<file path="config.mk">
export PLATFORM = sky130hd
export DESIGN_NAME = dms_serial
export DESIGN_NICKNAME = d
export VERILOG_FILES = /design/src/dms_pkg.sv /design/src/dms_serial.sv
export SDC_FILE = /design/constraint.sdc
export NUM_CORES = 1
export LEC_CHECK = 0
export BUFFER_PORTS_ARGS = -buffer_cell sky130_fd_sc_hd__buf_2
export CAP_MARGIN = 15
export CORE_ASPECT_RATIO = 0.7
export CORE_MARGIN = 2
export CORE_UTILIZATION = 50
export CTS_CLUSTER_DIAMETER = 150
export CTS_CLUSTER_SIZE = 30
export DETAILED_ROUTE_END_ITERATION = 16
export PLACE_DENSITY = 0.82
export SKIP_CTS_REPAIR_TIMING = 1
export SLEW_MARGIN = 15
export SYNTH_ARGS = -nofsm -noshare
export SYNTH_HDL_FRONTEND = slang
export SYNTH_SLANG_ARGS = --single-unit
</file>
<file path="constraint.sdc">
create_clock -name pclk -period 4.3 [get_ports pclk]
set_input_delay 0.645 -clock pclk [delete_from_list [all_inputs] [get_ports pclk]]
set_output_delay 0.645 -clock pclk [all_outputs]
set_load 0.03 [all_outputs]
</file>
<file path="src/dms_pkg.sv">
// Package for the dual-mode serial port: offsets, modes, field layouts, reset values
package dms_pkg;

    // APB byte addresses
    localparam logic [7:0] DMS_CTRL_ADDR = 8'h00;
    localparam logic [7:0] DMS_DIR_ADDR = 8'h04;
    localparam logic [7:0] DMS_PORT_ADDR = 8'h08;
    localparam logic [7:0] DMS_TX_ADDR = 8'h0c;
    localparam logic [7:0] DMS_RX_ADDR = 8'h10;
    localparam logic [7:0] DMS_STAT_ADDR = 8'h14;

    typedef enum logic [1:0] {
        DMS_SYNC_MASTER = 2'b00,
        DMS_SYNC_SLAVE = 2'b01,
        DMS_ASYNC7 = 2'b10,
        DMS_ASYNC8 = 2'b11
    } dms_mode_t;

    typedef enum logic [1:0] {
        DMS_SRC_DIV16 = 2'b00,
        DMS_SRC_DIV8 = 2'b01,
        DMS_SRC_DIV4 = 2'b10,
        DMS_SRC_TIMER = 2'b11
    } dms_src_t;

    typedef enum logic [1:0] {
        DMS_IDLE = 2'b00,
        DMS_START = 2'b01,
        DMS_DATA = 2'b10,
        DMS_STOP = 2'b11
    } dms_state_t;

    // Control register layout, bit 7 downward
    typedef struct packed {
        logic osc_on;
        logic par_odd;
        logic par_en;
        dms_src_t clk_src;
        dms_mode_t xfer_mode;
        logic serial_pin_enable;
    } dms_ctrl_t;

    // Four shared pins, each as input, output and output enable
    typedef struct packed {
        logic [3:0] din;
        logic [3:0] dout;
        logic [3:0] oe;
    } dms_pins_t;

    localparam logic [7:0] DMS_CTRL_RESET = 8'h00;
    localparam logic [3:0] DMS_DIR_RESET = 4'h0;
    localparam logic [3:0] DMS_PORT_RESET = 4'hf;
    localparam logic [3:0] DMS_PH_LAST = 4'hf;
    localparam logic [3:0] DMS_PH_MID = 4'h7;
    localparam logic [3:0] DMS_SYNC_BITS = 4'h8;

    // Status register bit positions
    localparam int DMS_ST_TXBUSY = 0;
    localparam int DMS_ST_RXBUSY = 1;
    localparam int DMS_ST_RXFULL = 2;
    localparam int DMS_ST_PERR = 3;

    // Pin roles on the shared port
    localparam int DMS_PIN_SIN = 0;
    localparam int DMS_PIN_SERIAL_OUT_PIN = 1;
    localparam int DMS_PIN_SCLK = 2;
    localparam int DMS_PIN_RDY = 3;

endpackage

</file>
<file path="src/dms_serial.sv">
// Dual-mode serial port with shared port pins, APB register access
`timescale 1ns/1ps

module dms_serial
    import dms_pkg::*;
(
    input wire logic pclk,
    input wire logic presetn,
    input wire logic psel,
    input wire logic penable,
    input wire logic pwrite,
    input wire logic [7:0] paddr,
    input wire logic [31:0] pwdata,
    output logic [31:0] prdata,
    output logic pready,
    output logic pslverr,
    input wire logic [3:0] port_in,
    output logic [3:0] port_out,
    output logic [3:0] port_oe,
    input wire logic timer_underflow,
    output logic osc_enable
);

    dms_ctrl_t ctrl, next_ctrl;
    logic [3:0] dir, next_dir;
    logic [3:0] pdata, next_pdata;
    logic [31:0] next_prdata;
    logic [3:0] pre, next_pre;
    logic tmr_half, next_tmr_half;
    logic src_tick;
    // Sync engine
    logic s_busy, next_s_busy;
    logic [7:0] s_sh, next_s_sh;
    logic [3:0] s_cnt, next_s_cnt;
    logic [3:0] s_ph, next_s_ph;
    logic s_samp, next_s_samp;
    logic sclk_prev, next_sclk_prev;
    // Async transmit
    logic [10:0] t_sh, next_t_sh;
    logic [3:0] t_left, next_t_left;
    logic [3:0] t_os, next_t_os;
    // Async receive
    dms_state_t r_st, next_r_st;
    logic [8:0] r_sh, next_r_sh;
    logic [3:0] r_cnt, next_r_cnt;
    logic [3:0] r_os, next_r_os;
    logic [7:0] rx_buf, next_rx_buf;
    logic rx_full, next_rx_full;
    logic perr, next_perr;

    logic wr_en, rd_setup, is_async, is_slave, serial_in_pin, sclk_in;
    logic [3:0] nbits, ndata;
    logic cap_ev, sh_ev, sclk_out, serial_out_pin;
    logic [7:0] rdat;
    logic pbit;

    assign wr_en = psel & penable & pwrite;
    assign rd_setup = psel & ~penable & ~pwrite;
    assign is_async = ctrl.xfer_mode[1];
    assign is_slave = ctrl.xfer_mode == DMS_SYNC_SLAVE;
    assign serial_in_pin = port_in[DMS_PIN_SIN];
    assign sclk_in = port_in[DMS_PIN_SCLK];
    assign ndata = (ctrl.xfer_mode == DMS_ASYNC8) ? 4'h8 : 4'h7;
    assign nbits = ndata + {3'h0, ctrl.par_en};
    assign osc_enable = ctrl.osc_on;
    // Zero-wait slave: read data is latched in the setup cycle
    assign pready = 1'b1;
    assign pslverr = psel & penable & (paddr > DMS_STAT_ADDR || paddr[1:0] != 2'b00);

    // Source tick: oscillator prescale or halved timer underflow
    always_comb begin
        next_pre = ctrl.osc_on ? pre + 4'h1 : 4'h0;
        next_tmr_half = tmr_half ^ timer_underflow;
        case (ctrl.clk_src)
            DMS_SRC_DIV16: src_tick = ctrl.osc_on & (pre == 4'hf);
            DMS_SRC_DIV8: src_tick = ctrl.osc_on & (pre[2:0] == 3'h7);
            DMS_SRC_DIV4: src_tick = ctrl.osc_on & (pre[1:0] == 2'h3);
            DMS_SRC_TIMER: src_tick = timer_underflow & tmr_half;
            default: src_tick = 1'b0;
        endcase
    end

    always_ff @(posedge pclk or negedge presetn) begin
        if (!presetn) begin
            pre <= 4'h0;
            tmr_half <= 1'b0;
        end else begin
            pre <= next_pre;
            tmr_half <= next_tmr_half;
        end
    end

    // Sync edge events: master from phase counter, slave from pin edges
    always_comb begin
        if (is_slave) begin
            cap_ev = s_busy & sclk_in & ~sclk_prev;
            sh_ev = s_busy & ~sclk_in & sclk_prev;
        end else begin
            cap_ev = s_busy & src_tick & (s_ph == DMS_PH_MID);
            sh_ev = s_busy & src_tick & (s_ph == DMS_PH_LAST);
        end
        sclk_out = ~(s_busy & ~s_ph[3]); // Idles high, low first half
        serial_out_pin = is_async ? (t_left != 4'h0 ? t_sh[0] : 1'b1) : s_sh[0];
    end

    // Register file, sync engine and async engines
    always_comb begin
        next_ctrl = ctrl;
        next_dir = dir;
        next_pdata = pdata;
        next_s_busy = s_busy;
        next_s_sh = s_sh;
        next_s_cnt = s_cnt;
        next_s_ph = s_ph;
        next_s_samp = s_samp;
        next_sclk_prev = sclk_in;
        next_t_sh = t_sh;
        next_t_left = t_left;
        next_t_os = t_os;
        next_r_st = r_st;
        next_r_sh = r_sh;
        next_r_cnt = r_cnt;
        next_r_os = r_os;
        next_rx_buf = rx_buf;
        next_rx_full = rx_full;
        next_perr = perr;
        rdat = 8'h00;
        pbit = 1'b0;
        // Bus writes; the status register takes write-one commands
        if (wr_en) begin
            case (paddr)
                DMS_CTRL_ADDR: next_ctrl = dms_ctrl_t'(pwdata[7:0]);
                DMS_DIR_ADDR: next_dir = pwdata[3:0];
                DMS_PORT_ADDR: next_pdata = pwdata[3:0];
                DMS_TX_ADDR: begin
                    if (!is_async && !s_busy) begin
                        next_s_sh = pwdata[7:0];
                        next_s_busy = 1'b1;
                        next_s_cnt = 4'h0;
                        next_s_ph = 4'h0;
                    end else if (is_async && t_left == 4'h0) begin
                        pbit = (^pwdata[7:0] & ndata[3]) ^ (^pwdata[6:0] & ~ndata[3])
                            ^ ctrl.par_odd;
                        if (ndata[3]) begin
                            next_t_sh = ctrl.par_en ? {1'b1, pbit, pwdata[7:0], 1'b0}
                                : {1'b1, 1'b1, pwdata[7:0], 1'b0};
                        end else begin
                            next_t_sh = ctrl.par_en ? {1'b1, 1'b1, pbit, pwdata[6:0], 1'b0}
                                : {1'b1, 1'b1, 1'b1, pwdata[6:0], 1'b0};
                        end
                        next_t_left = nbits + 4'h2;
                        next_t_os = 4'h0;
                    end
                end
                DMS_STAT_ADDR: begin
                    if (pwdata[DMS_ST_RXFULL]) begin
                        next_rx_full = 1'b0;
                        // Sync receive start reuses the shift register contents
                        if (!is_async && !s_busy) begin
                            next_s_busy = 1'b1;
                            next_s_cnt = 4'h0;
                            next_s_ph = 4'h0;
                        end
                    end
                    if (pwdata[DMS_ST_PERR]) begin
                        next_perr = 1'b0;
                    end
                end
                default: ;
            endcase
        end
        // Sync engine: eight bits, LSB first, capture on rise, shift on fall
        if (!is_async && s_busy) begin
            if (src_tick && !is_slave) begin
                next_s_ph = s_ph + 4'h1;
            end
            if (cap_ev) begin
                next_s_samp = serial_in_pin;
            end
            if (sh_ev) begin
                next_s_sh = {s_samp, s_sh[7:1]};
                next_s_cnt = s_cnt + 4'h1;
                if (s_cnt == DMS_SYNC_BITS - 4'h1) begin
                    next_s_busy = 1'b0;
                    next_rx_buf = {s_samp, s_sh[7:1]};
                    next_rx_full = 1'b1;
                end
            end
        end
        // Async transmitter, independent of the receiver
        if (is_async && t_left != 4'h0 && src_tick) begin
            next_t_os = t_os + 4'h1;
            if (t_os == DMS_PH_LAST) begin
                next_t_sh = {1'b1, t_sh[10:1]};
                next_t_left = t_left - 4'h1;
            end
        end
        // Async receiver with sixteen-times oversampling
        if (is_async && src_tick) begin
            next_r_os = r_os + 4'h1;
            case (r_st)
                DMS_IDLE: begin
                    next_r_os = 4'h0;
                    if (!serial_in_pin) begin
                        next_r_st = DMS_START;
                    end
                end
                DMS_START: begin
                    if (r_os == DMS_PH_MID) begin
                        next_r_os = 4'h0;
                        next_r_cnt = 4'h0;
                        next_r_st = serial_in_pin ? DMS_IDLE : DMS_DATA;
                    end
                end
                DMS_DATA: begin
                    if (r_os == DMS_PH_LAST) begin
                        next_r_sh = {serial_in_pin, r_sh[8:1]};
                        next_r_cnt = r_cnt + 4'h1;
                        if (r_cnt == nbits - 4'h1) begin
                            next_r_st = DMS_STOP;
                        end
                    end
                end
                DMS_STOP: begin
                    if (r_os == DMS_PH_LAST) begin
                        next_r_st = DMS_IDLE;
                        rdat = 8'(r_sh >> (4'h9 - nbits));
                        next_rx_buf = ndata[3] ? rdat : {1'b0, rdat[6:0]};
                        next_rx_full = 1'b1;
                        // Parity is the last slot shifted in, so it sits at the top
                        pbit = r_sh[8];
                        if (ctrl.par_en && (((^next_rx_buf) ^ pbit) != ctrl.par_odd)) begin
                            next_perr = 1'b1;
                        end
                    end
                end
                default: next_r_st = DMS_IDLE;
            endcase
        end else if (!is_async) begin
            next_r_st = DMS_IDLE;
        end
    end

    always_ff @(posedge pclk or negedge presetn) begin
        if (!presetn) begin
            ctrl <= dms_ctrl_t'(DMS_CTRL_RESET);
            dir <= DMS_DIR_RESET;
            pdata <= DMS_PORT_RESET;
            s_busy <= 1'b0;
            s_sh <= 8'h00;
            s_cnt <= 4'h0;
            s_ph <= 4'h0;
            s_samp <= 1'b0;
            sclk_prev <= 1'b1;
            t_sh <= 11'h7ff;
            t_left <= 4'h0;
            t_os <= 4'h0;
            r_st <= DMS_IDLE;
            r_sh <= 9'h000;
            r_cnt <= 4'h0;
            r_os <= 4'h0;
            rx_buf <= 8'h00;
            rx_full <= 1'b0;
            perr <= 1'b0;
        end else begin
            ctrl <= next_ctrl;
            dir <= next_dir;
            pdata <= next_pdata;
            s_busy <= next_s_busy;
            s_sh <= next_s_sh;
            s_cnt <= next_s_cnt;
            s_ph <= next_s_ph;
            s_samp <= next_s_samp;
            sclk_prev <= next_sclk_prev;
            t_sh <= next_t_sh;
            t_left <= next_t_left;
            t_os <= next_t_os;
            r_st <= next_r_st;
            r_sh <= next_r_sh;
            r_cnt <= next_r_cnt;
            r_os <= next_r_os;
            rx_buf <= next_rx_buf;
            rx_full <= next_rx_full;
            perr <= next_perr;
        end
    end

    // Pin mux: general port unless the pin has a serial role in this mode
    always_comb begin
        port_out = pdata;
        port_oe = dir;
        if (ctrl.serial_pin_enable) begin
            port_oe[DMS_PIN_SIN] = 1'b0;
            port_oe[DMS_PIN_SERIAL_OUT_PIN] = 1'b1;
            port_out[DMS_PIN_SERIAL_OUT_PIN] = serial_out_pin;
            if (ctrl.xfer_mode == DMS_SYNC_MASTER) begin
                port_oe[DMS_PIN_SCLK] = 1'b1;
                port_out[DMS_PIN_SCLK] = sclk_out;
            end else if (is_slave) begin
                port_oe[DMS_PIN_SCLK] = 1'b0;
                port_oe[DMS_PIN_RDY] = 1'b1;
                port_out[DMS_PIN_RDY] = ~s_busy; // Active high ready
            end
        end
    end

    // Read data latched in the setup cycle
    always_comb begin
        next_prdata = prdata;
        if (rd_setup) begin
            case (paddr)
                DMS_CTRL_ADDR: next_prdata = {24'h00_0000, ctrl};
                DMS_DIR_ADDR: next_prdata = {28'h000_0000, dir};
                DMS_PORT_ADDR: next_prdata = {28'h000_0000, (dir & pdata) | (~dir & port_in)};
                DMS_TX_ADDR: next_prdata = {24'h00_0000, s_sh};
                DMS_RX_ADDR: next_prdata = {24'h00_0000, rx_buf};
                DMS_STAT_ADDR: next_prdata = {28'h000_0000, perr, rx_full,
                    s_busy | (r_st != DMS_IDLE), s_busy | (t_left != 4'h0)};
                default: next_prdata = 32'h0000_0000;
            endcase
        end
    end

    always_ff @(posedge pclk or negedge presetn) begin
        if (!presetn) begin
            prdata <= 32'h0000_0000;
        end else begin
            prdata <= next_prdata;
        end
    end

endmodule

</file>
# --- Word-level counts from Yosys, hierarchy flattened ---
# Index checks and enable logic that the tools add are counted.
classes:
  reduce_logical: 35
  n_bitwise: 37
  mux: 97
  magnitude_cmp: 1
  eq_ne: 33
  n_addsub: 11
  shift: 1
ops:
  columns: ["operator", "count"]
  rows:
  - ["2-to-1 mux 4 bit", 27]
  - ["2-to-1 mux 8 bit", 12]
  - ["2-to-1 mux 11 bit", 6]
  - ["one-hot mux 8 bit (6 select lines)", 1]
  - ["one-hot mux 4 bit (2 select lines)", 4]
  - ["2-to-1 mux 1 bit", 31]
  - ["adder 4 x 1 -> 4 bit, second input constant", 6]
  - ["2-to-1 mux 10 bit", 2]
  - ["AND 1 bit", 19]
  - ["2-to-1 mux 2 bit", 9]
  - ["== test 4 bit, second input constant", 4]
  - ["== test 8 x 4 -> 1 bit, second input constant", 2]
  - ["== test 8 x 5 -> 1 bit, second input constant", 2]
  - ["parity 8 bit", 2]
  - ["!= test 3 bit, second input constant", 5]
  - ["== test 2 bit, second input constant", 6]
  - ["== test 4 x 3 -> 1 bit, second input constant", 3]
  - ["nonzero test 2 bit", 6]
  - ["2-to-1 mux 9 bit", 1]
  - [">> shifter 9 x 4 -> 8 bit", 1]
  - ["AND 4 bit", 2]
  - ["== test 8 x 3 -> 1 bit, second input constant", 1]
  - ["> comparator 8 x 5 -> 1 bit, second input constant", 1]
  - ["logical AND 1 bit", 8]
  - ["other kinds (30)", 54]
totals:
  ff_bits: 120

# --- Depth between registers and ports, before layout ---
# Gate-level depths: netlist of run 1.
depth:
  ltp_word: 14
  depth_mapped: 9
  ltp_nobuf: 9

# --- Least setup slack after synthesis of run 1 ---
# Ideal clock, no wire load.
synth_timing:
  path_kind: "reg-to-reg"
  startpoint: "register ctrl[2] (netlist bit)"
  endpoint: "register perr"
  stages_incl_launch_ff: 10
  required_time_ns: 4.178
  synth_period_minus_slack_ns: 2.557
  arrival_ns: 2.435
  path_slack_ns: 1.743
  cell_sequence: "dfrtp_1 nand2_1 ha_1 buf_2 mux4_2 xnor2_1 xnor2_1 xnor3_1 mux2i_1 nand2_1"
synth_via:
  elab_chain_len: 14
  elab_cells_between_ends: 15
  classes_between: "add/sub: 2; eq/ne: 2; shift: 1; mux: 6; bitwise: 1; reduce/logical: 3"
synth_rtl:
  columns: ["item", "line_no", "source"]
  rows:
  - ["start, declared", "dms_serial.sv:24", "dms_ctrl_t ctrl, next_ctrl;"]
  - ["start signal, assigned", "dms_serial.sv:246", "ctrl <= dms_ctrl_t'(DMS_CTRL_RESET);"]
  - ["start signal, assigned", "dms_serial.sv:266", "ctrl <= next_ctrl;"]
  - ["== test 2 bit", "dms_serial.sv:63", "assign ndata = (ctrl.xfer_mode == DMS_ASYNC8) ? 4'h8 : 4'h7;"]
  - ["2-to-1 mux 4 bit", "dms_serial.sv:63", null]
  - ["adder 4 x 1 -> 4 bit", "dms_serial.sv:64", "assign nbits = ndata + {3'h0, ctrl.par_en};"]
  - ["subtractor 4 bit", "dms_serial.sv:227", "rdat = 8'(r_sh >> (4'h9 - nbits));"]
  - [">> shifter 9 x 4 -> 8 bit", "dms_serial.sv:227", null]
  - ["2-to-1 mux 8 bit", "dms_serial.sv:228", "next_rx_buf = ndata[3] ? rdat : {1'b0, rdat[6:0]};"]
  - ["parity 8 bit", "dms_serial.sv:232", "if (ctrl.par_en && (((^next_rx_buf) ^ pbit) != ctrl.par_odd)) begin"]
  - ["XOR 1 bit", "dms_serial.sv:232", null]
  - ["!= test 1 bit", "dms_serial.sv:232", null]
  - ["logical AND 1 bit", "dms_serial.sv:232", null]
  - ["2-to-1 mux 1 bit", "dms_serial.sv:232", null]
  - ["2-to-1 mux 1 bit", "dms_serial.sv:225", "if (r_os == DMS_PH_LAST) begin"]
  - ["2-to-1 mux 1 bit", "dms_serial.sv:201", "case (r_st)"]
  - ["2-to-1 mux 1 bit *", "dms_serial.sv:199", "if (is_async && src_tick) begin"]
  - ["named net next_perr", "dms_serial.sv:49", "logic perr, next_perr;"]
  - ["end signal, assigned", "dms_serial.sv:284", "perr <= next_perr;"]
  - ["end, declared", "dms_serial.sv:49", null]
# Mark *: on every way through the listed nets, which the timed path passes. The rest lies on a longest branch.
# A chain may end at the register's enable or synchronous reset.

# --- Final worst setup path of run 1 ---
layout_timing:
  startpoint: "register ctrl[1] (netlist bit)"
  endpoint: "register perr"
layout_via:
  elab_chain_len: 14
layout_rtl:
  columns: ["item", "line_no"]
  rows:
  - ["== test 2 bit *", "dms_serial.sv:63"]
  - ["2-to-1 mux 4 bit *", "dms_serial.sv:63"]
  - ["adder 4 x 1 -> 4 bit", "dms_serial.sv:64"]
  - ["subtractor 4 bit", "dms_serial.sv:227"]
  - [">> shifter 9 x 4 -> 8 bit", "dms_serial.sv:227"]
  - ["2-to-1 mux 8 bit *", "dms_serial.sv:228"]
  - ["parity 8 bit *", "dms_serial.sv:232"]
  - ["XOR 1 bit *", "dms_serial.sv:232"]
  - ["!= test 1 bit *", "dms_serial.sv:232"]
  - ["logical AND 1 bit *", "dms_serial.sv:232"]
  - ["2-to-1 mux 1 bit *", "dms_serial.sv:232"]
  - ["2-to-1 mux 1 bit *", "dms_serial.sv:225"]
  - ["2-to-1 mux 1 bit *", "dms_serial.sv:201"]
  - ["2-to-1 mux 1 bit *", "dms_serial.sv:199"]
  - ["named net next_perr", "dms_serial.sv:49"]
# Marks and branches as above.

==> impl_metrics.py, run 1 <==
metrics = {
    "sta": {
        "maxClockFrequency_mhz": 303,
        "holdWs_ps": 400,
        "totalNegativeSetupSlack_ps": 0,
        "final_hold_viol_count": 0,
        "worst_slew_margin_rel_pct": 31.9,
        "setup_viol_count_final": 0,
        "timing.final.crit_share_pct": 76.8,
        "period_needed_ps": 3300,
        "rsz0062_at_grt": "false",
        "fin_worst_skew_ps": 8.84,
        "worst_slack_ps": 999,
        "maxSlewViolCount": 0,
        "worst-slew-pin-transition_ps": 1020,
    },
    "placed_design": {
        "gpl.final_weighted_congestion": 0.897,
        "post_place_setup_slack_ps": 1090,
        "portBuffers": 43,
        "dpl.hpwl_mm": 9.83,
    },
    "global_route": {
        "grt_max_degree": 68,
        "grt_busiest_layer": "met2",
        "antenna_found_initial": 0,
        "grt_overflow": 0,
        "globalRouteMet1Util_pct": 30.1,
        "grt_util_met3_pct": 6.99,
        "first_global_vias": 4194,
        "grt_pass1_wl_mm": 21.4,
        "groute.usage.overall_pct": 22.3,
        "grtUsageMet2_pct": 34.9,
    },
    "worst_setup_path": {
        "timing.critical_path.cells": "nand2_1 -> ha_1 -> mux4_2 -> xnor2_1 -> xnor2_1 -> xnor3_1 -> mux2i_1 -> nand2_1",
        "critPathRequiredTime_ps": 4540,
        "regToRegEndpoint": "perr",
        "critPathMaxFanout": 12,
        "critical_path.startpoint_type": "flip-flop",
        "timing.critical_path.slowest_cell_delay_ps": 690,
        "timing.critical_path.max_delay_family": "multiplexers",
        "reg2reg_from": "ctrl[1]",
        "timing.critical_path.slowest_stage_cell": "sky130_fd_sc_hd__dfrtp_1",
        "setup.worst_path.start": "ctrl[1]",
        "worstRegToRegCells": 8,
        "crit_type": "flip-flop to flip-flop",
        "path_buf_inv": 0,
        "timing.reg2reg.setup_slack_ps": 1000,
        "data_arrival_critical_path_ps": 3540,
        "timing.critical_path.to_type": "flip-flop",
    },
    "synth": {
        "post_synthesis_mux_area_share_pct": 13.9,
        "synthFlopType": "sky130_fd_sc_hd__dfrtp_1",
        "yosys.area_share.adder_pct": 3.53,
        "syn-instance-count": 563,
        "synth-simple-area-share_pct": 15.1,
        "synth-warning-count": 0,
        "synth_compound_area_share_pct": 13.3,
        "synth_cell_types": 65,
        "async_reset_ff_share_pct": 100,
        "postSynthRegisterBits": 96,
        "synth_enable_flop_cells": 0,
        "yosysSeqAreaShare_pct": 42.7,
        "synth_top_family_by_area": "simple AND/OR/NAND/NOR gates",
        "post_synth_instance_area_sq_um": 5670,
        "syn_avg_cell_area_sq_um": 10.1,
        "synthXorXnorAreaFrac_pct": 4.19,
    },
    "min_path": {
        "hp-class": "input pin to asynchronous set/reset pin",
    },
    "finish": {
        "final_util_pct": 55.6,
        "number_of_diodes_added_for_antenna_fixing": 0,
        "fin_nets": 662,
        "areaGrowthSynthToFinish_pct": 8.36,
        "final_layout_size_suffix_gt1_share_pct": 20.1,
    },
    "flow_run": {
        "max_cap_viol_count": 0,
    },
    "power_and_ir_drop": {
        "power_leakage_nw": 2.83,
        "power.total_mw": 2.13,
        "powerDensity_nw_per_um2": 346,
        "peakVddDrop_mv": 0.269,
    },
    "route": {
        "dr.first_iter.drc_count": 330,
        "via_count": 4437,
        "ant_nets": 0,
        "finalWirelength_mm": 13.1,
        "mean_routed_wirelength_per_cell_um": 17.4,
        "detail_route.drc_violations": 0,
        "route.detailed.vias_per_inst": 5.88,
        "first_pass_iters": 5,
    },
    "floorplanning": {
        "design.die.area_sq_um": 12200,
        "fp.dieH_um": 93.1,
        "io_pins": 93,
        "core_area_sq_um": 11100,
        "die_w_um": 131,
        "starting_density_of_the_core_pct": 51.3,
        "rows": 32,
    },
    "cts": {
        "clockBufferDepth": 2,
        "path_clk_slew_ps": 70,
        "clkSinkCount": 96,
        "tritoncts": "built",
        "htree_num_levels": 3,
        "clk_root_buffer_cell": "sky130_fd_sc_hd__clkbuf_16",
        "numCtsBuffers": 9,
        "clock_latency_ps": 350,
    },
    "outcome": {
        "run_status": "finished, final reports clean",
    },
}
[state kept, by name (all words and copies together), names as in the netlist, 2 cells and up]
register / cells
t_os: 4
r_os: 4
s_ph: 4
r_cnt: 4
t_left: 4
pdata: 4
r_st: 2
s_cnt: 4
t_sh: 11
r_sh: 9
s_sh: 8
ctrl: 7
dir: 4
pre: 4
rx_buf: 8
prdata: 8
[kinds of logic after synthesis]
family,count (synthesis)
other cells,2
mux,70
xor+xnor,24
fa+ha+maj,16
simple gates,169
compound gates,119
buf+inv,67
flops,96
[metrics by stage]
| step | instance area [sq um] | cells |
|---|---|---|
| 2_1_floorplan | 5760 | 586 |
| 3_3_place_gp | 5860 | 738 |
| 3_5_place_dp | 5860 | 738 |
| 4_1_cts | 6150 | 754 |
| 5_1_grt | 6150 | 754 |
| 6_report | 6150 | 754 |
[worst max-delay path by stage]
| stage | to | depth (start not counted) |
|---|---|---|
| after CTS | perr | 8 |
| after global placement | perr | 8 |
| after global routing | perr | 8 |
| after detailed placement | perr | 8 |
| final | perr | 8 |
| after floorplan | perr | 9 |
[where the power goes]
part           internal, mW  total, mW  switching (mW)
Clock                 0.408      0.763           0.354
Combinational         0.121      0.338           0.217
Sequential            0.968       1.03          0.0590
[Yosys cell counts (16+ instances only)]
library cell,n,share of area [%]
sky130_fd_sc_hd__mux2_2,28,5.6
sky130_fd_sc_hd__xnor2_1,16,2.5
sky130_fd_sc_hd__nand2_1,56,3.7
sky130_fd_sc_hd__a21oi_1,25,2.2
sky130_fd_sc_hd__dfstp_2,16,7.4
sky130_fd_sc_hd__inv_1,17,1.1
sky130_fd_sc_hd__nand3_1,20,1.8
sky130_fd_sc_hd__o21ai_0,45,4.0
sky130_fd_sc_hd__nor2_1,39,2.6
sky130_fd_sc_hd__mux2i_1,38,6.7
sky130_fd_sc_hd__dfrtp_1,80,35
sky130_fd_sc_hd__buf_4,28,3.7
sky130_fd_sc_hd__ha_1,16,3.5
[worst register-to-register path: stages (launching register included)]
cell and delay, ps:
sky130_fd_sc_hd__dfrtp_1 690, sky130_fd_sc_hd__nand2_1 300, sky130_fd_sc_hd__ha_1 660, sky130_fd_sc_hd__mux4_2 590, sky130_fd_sc_hd__xnor2_1 230, sky130_fd_sc_hd__xnor2_1 170
sky130_fd_sc_hd__xnor3_1 340, sky130_fd_sc_hd__mux2i_1 150, sky130_fd_sc_hd__nand2_1 70
[layout make-up]
type	instances	area [sq um]
fill	926	4900
multi-input combinational	423	2930
sequential	96	2420
timing repair buffer	48	255
clock buffer	10	239
tap	153	191
inverter	18	67.6
clock inverter	6	45.0
[cells in the final DEF (no fill, tap or decap), types with 5 or more instances in the layout]
cell type                    n
sky130_fd_sc_hd__buf_2      42
sky130_fd_sc_hd__mux2_2     28
sky130_fd_sc_hd__xnor2_1    16
sky130_fd_sc_hd__a22oi_1     5
sky130_fd_sc_hd__o21ai_0    45
sky130_fd_sc_hd__nand3_1    20
sky130_fd_sc_hd__nor3_1      5
sky130_fd_sc_hd__a211oi_1    7
sky130_fd_sc_hd__nand4_1     5
sky130_fd_sc_hd__clkbuf_16   9
sky130_fd_sc_hd__nor2_1     39
sky130_fd_sc_hd__or3_1       5
sky130_fd_sc_hd__nand2_1    56
sky130_fd_sc_hd__conb_1     25
sky130_fd_sc_hd__a21oi_1    25
sky130_fd_sc_hd__ha_1       16
sky130_fd_sc_hd__buf_4       6
sky130_fd_sc_hd__dfrtp_1    80
sky130_fd_sc_hd__nand2b_1    5
sky130_fd_sc_hd__mux2i_1    38
sky130_fd_sc_hd__nand3b_1    5
sky130_fd_sc_hd__inv_1      17
sky130_fd_sc_hd__xor2_1      6
sky130_fd_sc_hd__dfstp_2    16
[metal layers]
layer,wire length (um),vias to the layer above
met4,176,0
met2,6030,177
li1,-,2039
met1,5950,2195
met3,979,26
met5,0,-
No activity file was read; power rests on OpenSTA's default activity.
==> inputs of run 2 (changes only) <==
- ABC_AREA: default -> 1
- clock period: 4.3 -> 3.4 ns (I/O delays scaled with it)
==> run 2 against run 1 <==
Critical path depth rose by 8. Final area rose by 5.8%. Clock skew fell by 0.63 ps. Flip-flop and latch count did not move. Hold slack got worse by 250 ps. Sequential share of layout area fell by 2.2 points. Largest power group unchanged. Largest cell class unchanged. Register-to-register slack got worse by 190 ps. First-iteration DRC count rose by 39%. Critical path type unchanged. Total power rose by 24%. Global-route usage rose by 2.0 points.
==> impl_metrics.py, run 2 <==
metrics = {
    "global_route": {
        "antenna_found_initial": 0,
        "first_global_vias": 4732,
        "grt_overflow": 0,
        "grt_pass1_wl_mm": 23.9,
        "groute.usage.overall_pct": 24.2,
        "grt_max_degree": 45,
    },
    "finish": {
        "regMostFlops": "t_sh",
        "final_layout_size_suffix_gt1_share_pct": 13.2,
        "areaGrowthSynthToFinish_pct": 11.0,
        "largest_registers": "t_sh: 11 flops, r_sh: 9 flops",
        "largest_reg_flops": 11,
        "fin_nets": 905,
        "mostFrequentLayoutCell": "sky130_fd_sc_hd__nand2_1",
        "layout.cells.most_common_list": "sky130_fd_sc_hd__nand2_1, sky130_fd_sc_hd__inv_1, sky130_fd_sc_hd__dfrtp_1",
        "layout.cells.non_filler": 1001,
        "number_of_diodes_added_for_antenna_fixing": 0,
    },
    "synth": {
        "yosys.cell_count.top_type": "sky130_fd_sc_hd__nand2_1",
        "syn-instance-count": 794,
        "synth.area.top_cells": "sky130_fd_sc_hd__dfrtp_1, sky130_fd_sc_hd__nand2_1, sky130_fd_sc_hd__dfstp_2",
        "post_synth_instance_area_sq_um": 5860,
        "syn_avg_cell_area_sq_um": 7.38,
        "yosys-top-cells-count": "sky130_fd_sc_hd__nand2_1, sky130_fd_sc_hd__inv_1, sky130_fd_sc_hd__dfrtp_1",
        "synth_area_leader_cell": "sky130_fd_sc_hd__dfrtp_1",
        "yosysSeqAreaShare_pct": 41.3,
        "synth_cell_types": 47,
        "synth-warning-count": 0,
        "yosys.area.top_type_share_pct": 34.2,
        "synthFlopType": "sky130_fd_sc_hd__dfrtp_1",
        "synth_enable_flop_cells": 0,
        "postSynthRegisterBits": 96,
        "async_reset_ff_share_pct": 100,
    },
    "power_and_ir_drop": {
        "powerDensity_nw_per_um2": 407,
        "peakVddDrop_mv": 0.279,
        "power_leakage_nw": 3.49,
        "power.total_mw": 2.65,
    },
    "sta": {
        "maxClockFrequency_mhz": 385,
        "timing.final.crit_share_pct": 76.3,
        "worst_slew_margin_rel_pct": 62.2,
        "holdWs_ps": 150,
        "worst-slew-pin-transition_ps": 566,
        "final_hold_viol_count": 0,
        "totalNegativeSetupSlack_ps": 0,
        "period_needed_ps": 2600,
        "fin_worst_skew_ps": 8.22,
        "rsz0062_at_grt": "false",
        "setup_viol_count_final": 0,
        "maxSlewViolCount": 0,
    },
    "route": {
        "mean_routed_wirelength_per_cell_um": 14.4,
        "dr.first_iter.drc_count": 458,
        "ant_nets": 0,
        "detail_route.drc_violations": 0,
        "via_count": 5262,
        "route.detailed.vias_per_inst": 5.26,
        "first_pass_iters": 6,
        "finalWirelength_mm": 14.4,
    },
    "cts": {
        "path_clk_slew_ps": 70,
        "clock_latency_ps": 350,
        "clk_root_buffer_cell": "sky130_fd_sc_hd__clkbuf_16",
        "clockBufferDepth": 2,
        "htree_num_levels": 3,
        "clkSinkCount": 96,
        "numCtsBuffers": 9,
        "tritoncts": "built",
    },
    "worst_setup_path": {
        "crit_type": "flip-flop to flip-flop",
        "path_depth": 16,
        "timing.critical_path.slowest_stage_cell": "sky130_fd_sc_hd__ha_1",
        "critical_path.startpoint_type": "flip-flop",
        "timing.critical_path.to_type": "flip-flop",
        "data_arrival_critical_path_ps": 2830,
        "critPathRequiredTime_ps": 3630,
        "timing.critical_path.slowest_cell_delay_ps": 510,
        "most_prevalent_standard_cell_on_the_critical_path": "sky130_fd_sc_hd__nand2_1",
        "critPathMaxFanout": 10,
        "timing.critical_path.cells": "buf_4 -> nand2_2 -> ha_1 -> clkinv_1 -> nand2_1 -> nand3_1 -> inv_1 -> nor2_1 -> nand2_1 -> nand2_1 -> nand2_1 -> nand3_1 -> nand2_1 -> nand2_1 -> nand3_1 -> nand2_1",
        "timing.critical_path.max_delay_family": "simple AND/OR/NAND/NOR gates",
        "path_buf_inv": 3,
        "worstRegToRegCells": 16,
    },
    "floorplanning": {
        "die_w_um": 133,
        "design.die.area_sq_um": 12600,
        "fp.dieH_um": 94.6,
        "io_pins": 93,
        "core_area_sq_um": 11600,
        "starting_density_of_the_core_pct": 50.7,
        "rows": 33,
    },
    "placed_design": {
        "dpl.hpwl_mm": 10.5,
        "numPlacedInstances": 985,
        "portBuffers": 43,
        "gpl.final_weighted_congestion": 0.945,
    },
    "min_path": {
        "hp-class": "input pin to asynchronous set/reset pin",
    },
    "outcome": {
        "run_status": "finished, final reports clean",
    },
    "flow_run": {
        "max_cap_viol_count": 0,
    },
}
## run 2: cell count changes after synthesis, sizes merged, moves of 11 or more
cell   before  now
nor2       39   66
nand2      57  234
xnor2      16    5
o21ai      47   73
mux2i      38    2
mux2       28    1
inv        17   98
nand3      20   71
## run 2: cells by family after synthesis
logic type	after synthesis	synth area share (%)
AO/OA/AOI/OAI	122	11.6
XOR/XNOR	13	1.94
adder cells (fa/ha/maj)	16	3.42
buffers and inverters	142	11.3
flip-flops	96	41.3
multiplexers	3	0.534
other	2	0.128
AND/OR/NAND/NOR	400	29.8
## run 2: cell type report
| class | instances | area (sq um) |
|---|---|---|
| Multi-Input combinational cell | 579 | 2870 |
| Fill cell | 1089 | 5060 |
| Clock buffer | 10 | 239 |
| Sequential cell | 96 | 2420 |
| Inverter | 101 | 379 |
| Timing Repair Buffer | 52 | 285 |
| Clock inverter | 6 | 115 |
| Tap cell | 157 | 196 |
## run 2: metrics by stage
step           utilization (%)  instance area (sq um)  worst slack, ps
2_1_floorplan                -                   5950             1050
3_3_place_gp              53.2                   6150              986
3_5_place_dp              53.2                   6150              907
4_1_cts                   56.2                   6500              870
5_1_grt                   56.2                   6500              545
6_report                  56.2                   6500              805
## run 2: power by group
part | switching [mW] | internal (mW) | leakage [nW] | total, mW
clock | 0.461 | 0.743 | 0.169 | 1.20
combinational | 0.173 | 0.0687 | 2.15 | 0.242
sequential | 0.0259 | 1.18 | 1.16 | 1.20
total | 0.660 | 1.99 | 3.49 | 2.65
## run 2: worst reg2reg max path, cell delays in order, from the launching register on
cell and delay [ps]:
sky130_fd_sc_hd__dfrtp_1 320, sky130_fd_sc_hd__buf_4 170, sky130_fd_sc_hd__nand2_2 140, sky130_fd_sc_hd__ha_1 510, sky130_fd_sc_hd__clkinv_1 310, sky130_fd_sc_hd__nand2_1 150, sky130_fd_sc_hd__nand3_1 130, sky130_fd_sc_hd__inv_1 80
sky130_fd_sc_hd__nor2_1 40, sky130_fd_sc_hd__nand2_1 90, sky130_fd_sc_hd__nand2_1 80, sky130_fd_sc_hd__nand2_1 60, sky130_fd_sc_hd__nand3_1 90, sky130_fd_sc_hd__nand2_1 90, sky130_fd_sc_hd__nand2_1 60, sky130_fd_sc_hd__nand3_1 90
sky130_fd_sc_hd__nand2_1 60
## run 2: routing by layer
metal | track usage [%] | vias up | part of all wire, %
li1 | - | 2605 | -
met3 | 6.76 | 24 | 9.3
met4 | 7.09 | 0 | 1.6
met2 | 35.4 | 214 | 42
met5 | 0 | - | 0
met1 | 35.3 | 2419 | 47
## run 2: worst paths after layout
path | startpoint | end | slack [ps]
setup / recovery | ctrl[1] | perr | 800
max in group asynchronous | presetn | sclk_prev | 2430
setup reg to reg | ctrl[1] | perr | 800
min in group pclk | port_in[2] | sclk_prev | 300
hold reg to reg | pre[0] | pre[0] | 470
hold / removal | presetn | t_os[2] | 150
==> inputs of run 3 (changes only) <==
- ABC_AREA: 1 -> 0
- clock period: 3.4 -> 2.4 ns (I/O delays scaled with it)
==> run 3 against run 2 <==
Largest power group unchanged. Utilization is 5.3 points higher. The flow now finishes with violations (hold timing, setup timing). Sequential share of layout area shrank 1.6 points. Critical path depth fell by 6.
==> impl_metrics.py, run 3 (same netlist as run 1, synthesis figures left out) <==
metrics = {
    "finish": {
        "layout.cells.non_filler": 809,
        "layout.cells.most_common_list": "sky130_fd_sc_hd__dfrtp_1, sky130_fd_sc_hd__nand2_1, sky130_fd_sc_hd__buf_4",
        "mostFrequentLayoutCell": "sky130_fd_sc_hd__dfrtp_1",
        "regMostFlops": "t_sh",
        "fin_nets": 717,
        "final_util_pct": 61.6,
        "final_layout_size_suffix_gt1_share_pct": 31.6,
        "areaGrowthSynthToFinish_pct": 20.0,
        "largest_reg_flops": 11,
        "largest_registers": "t_sh: 11 flops, r_sh: 9 flops",
        "number_of_diodes_added_for_antenna_fixing": 0,
    },
    "global_route": {
        "grt_max_degree": 36,
        "grt_pass1_wl_mm": 22.5,
        "grt_overflow": 0,
        "antenna_found_initial": 0,
        "groute.usage.overall_pct": 23.1,
        "first_global_vias": 4565,
    },
    "cts": {
        "tritoncts": "built",
        "clock_latency_ps": 350,
        "numCtsBuffers": 9,
        "path_clk_slew_ps": 70,
        "clkSinkCount": 96,
        "clockBufferDepth": 2,
        "htree_num_levels": 3,
        "clk_root_buffer_cell": "sky130_fd_sc_hd__clkbuf_16",
    },
    "worst_setup_path": {
        "critPathRequiredTime_ps": 2640,
        "timing.critical_path.to_type": "flip-flop",
        "data_arrival_critical_path_ps": 2780,
        "crit_type": "flip-flop to flip-flop",
        "critPathMaxFanout": 5,
        "critical_path.startpoint_type": "flip-flop",
    },
    "min_path": {
        "hp-class": "input pin to asynchronous set/reset pin",
    },
    "sta": {
        "fin_worst_skew_ps": 9.38,
        "holdWs_ps": -27.9,
        "worst_slew_margin_rel_pct": 63.7,
        "maxClockFrequency_mhz": 393,
        "setup_viol_count_final": 9,
        "timing.final.crit_share_pct": 106,
        "worst-slew-pin-transition_ps": 540,
        "maxSlewViolCount": 0,
        "final_hold_viol_count": 30,
        "worst_slack_ps": -143,
        "rsz0062_at_grt": "true",
        "period_needed_ps": 2540,
    },
    "floorplanning": {
        "io_pins": 93,
        "design.die.area_sq_um": 12200,
        "die_w_um": 131,
        "starting_density_of_the_core_pct": 51.3,
        "fp.dieH_um": 93.1,
        "rows": 32,
        "core_area_sq_um": 11100,
    },
    "placed_design": {
        "post_place_setup_slack_ps": -99.1,
        "dpl.hpwl_mm": 10.3,
        "gpl.final_weighted_congestion": 0.992,
        "numPlacedInstances": 780,
        "portBuffers": 43,
    },
    "outcome": {
        "violations": "hold timing, setup timing",
        "run_status": "complete, but fails checks",
    },
    "route": {
        "finalWirelength_mm": 14.6,
        "mean_routed_wirelength_per_cell_um": 18.0,
        "met3WireLength_mm": 1.37,
        "met1_wire_length_mm": 6.14,
        "dr.max_layer_used": "met4",
        "via_count": 4738,
        "detail_route.drc_violations": 0,
        "met2_length_mm": 6.83,
        "dr.first_iter.drc_count": 509,
        "route.detailed.vias_per_inst": 5.86,
        "first_pass_iters": 7,
        "ant_nets": 0,
    },
    "flow_run": {
        "max_cap_viol_count": 0,
    },
    "power_and_ir_drop": {
        "power.total_mw": 3.93,
        "power_leakage_nw": 3.14,
        "peakVddDrop_mv": 0.469,
        "powerDensity_nw_per_um2": 577,
    },
}
run 3: worst max-delay path, cell delays in order, from the launching register on:
cell	delay (ps)
sky130_fd_sc_hd__dfrtp_1	410
sky130_fd_sc_hd__buf_4	150
sky130_fd_sc_hd__ha_2	180
sky130_fd_sc_hd__nand2b_4	140
sky130_fd_sc_hd__a221o_1	280
sky130_fd_sc_hd__a2111o_1	500
sky130_fd_sc_hd__a21oi_2	220
sky130_fd_sc_hd__buf_6	130
sky130_fd_sc_hd__buf_12	120
sky130_fd_sc_hd__mux2i_2	220
sky130_fd_sc_hd__o21ai_1	80
run 3: path summary, 6_finish.rpt:
check,startpoint,end,slack (ps),depth (start not counted)
worst max-delay path,ctrl[3],rx_buf[1],-140,10
worst min-delay path,presetn,r_cnt[0],-30,1
worst max register to register,ctrl[3],rx_buf[1],-140,10
worst min register to register,tmr_half,tmr_half,470,1
max in group asynchronous,presetn,t_sh[8],1660,2
min in group pclk,port_in[2],sclk_prev,150,1
run 3: through the flow:
stage	setup TNS [ps]	cell area, sq um
floorplan	0	5780
global placement	-195	6230
detailed placement	-895	6230
CTS	-1430	6500
global route	-2180	6810
finish	-977	6810
run 3: cell type report:
type | count | area [sq um]
multi-input cells | 423 | 3110
repair buffers | 103 | 738
flip-flops and latches | 96 | 2420
clock buffers | 9 | 225
inverters | 18 | 67.6
clock inverters | 7 | 46.3
fillers | 874 | 4240
well taps | 153 | 191
run 3: where the power goes:
part / internal (mW) / switching, mW
combinational: 0.296 / 0.441
clock: 0.702 / 0.643
sequential: 1.73 / 0.110
total: 2.73 / 1.19
run 3: metal layers:
layer | vias to the layer above | track usage [%]
met1 | 2326 | 31.7
met2 | 235 | 36.4
li1 | 2146 | -
met4 | 0 | 6.79
met3 | 31 | 6.02
met5 | - | 0
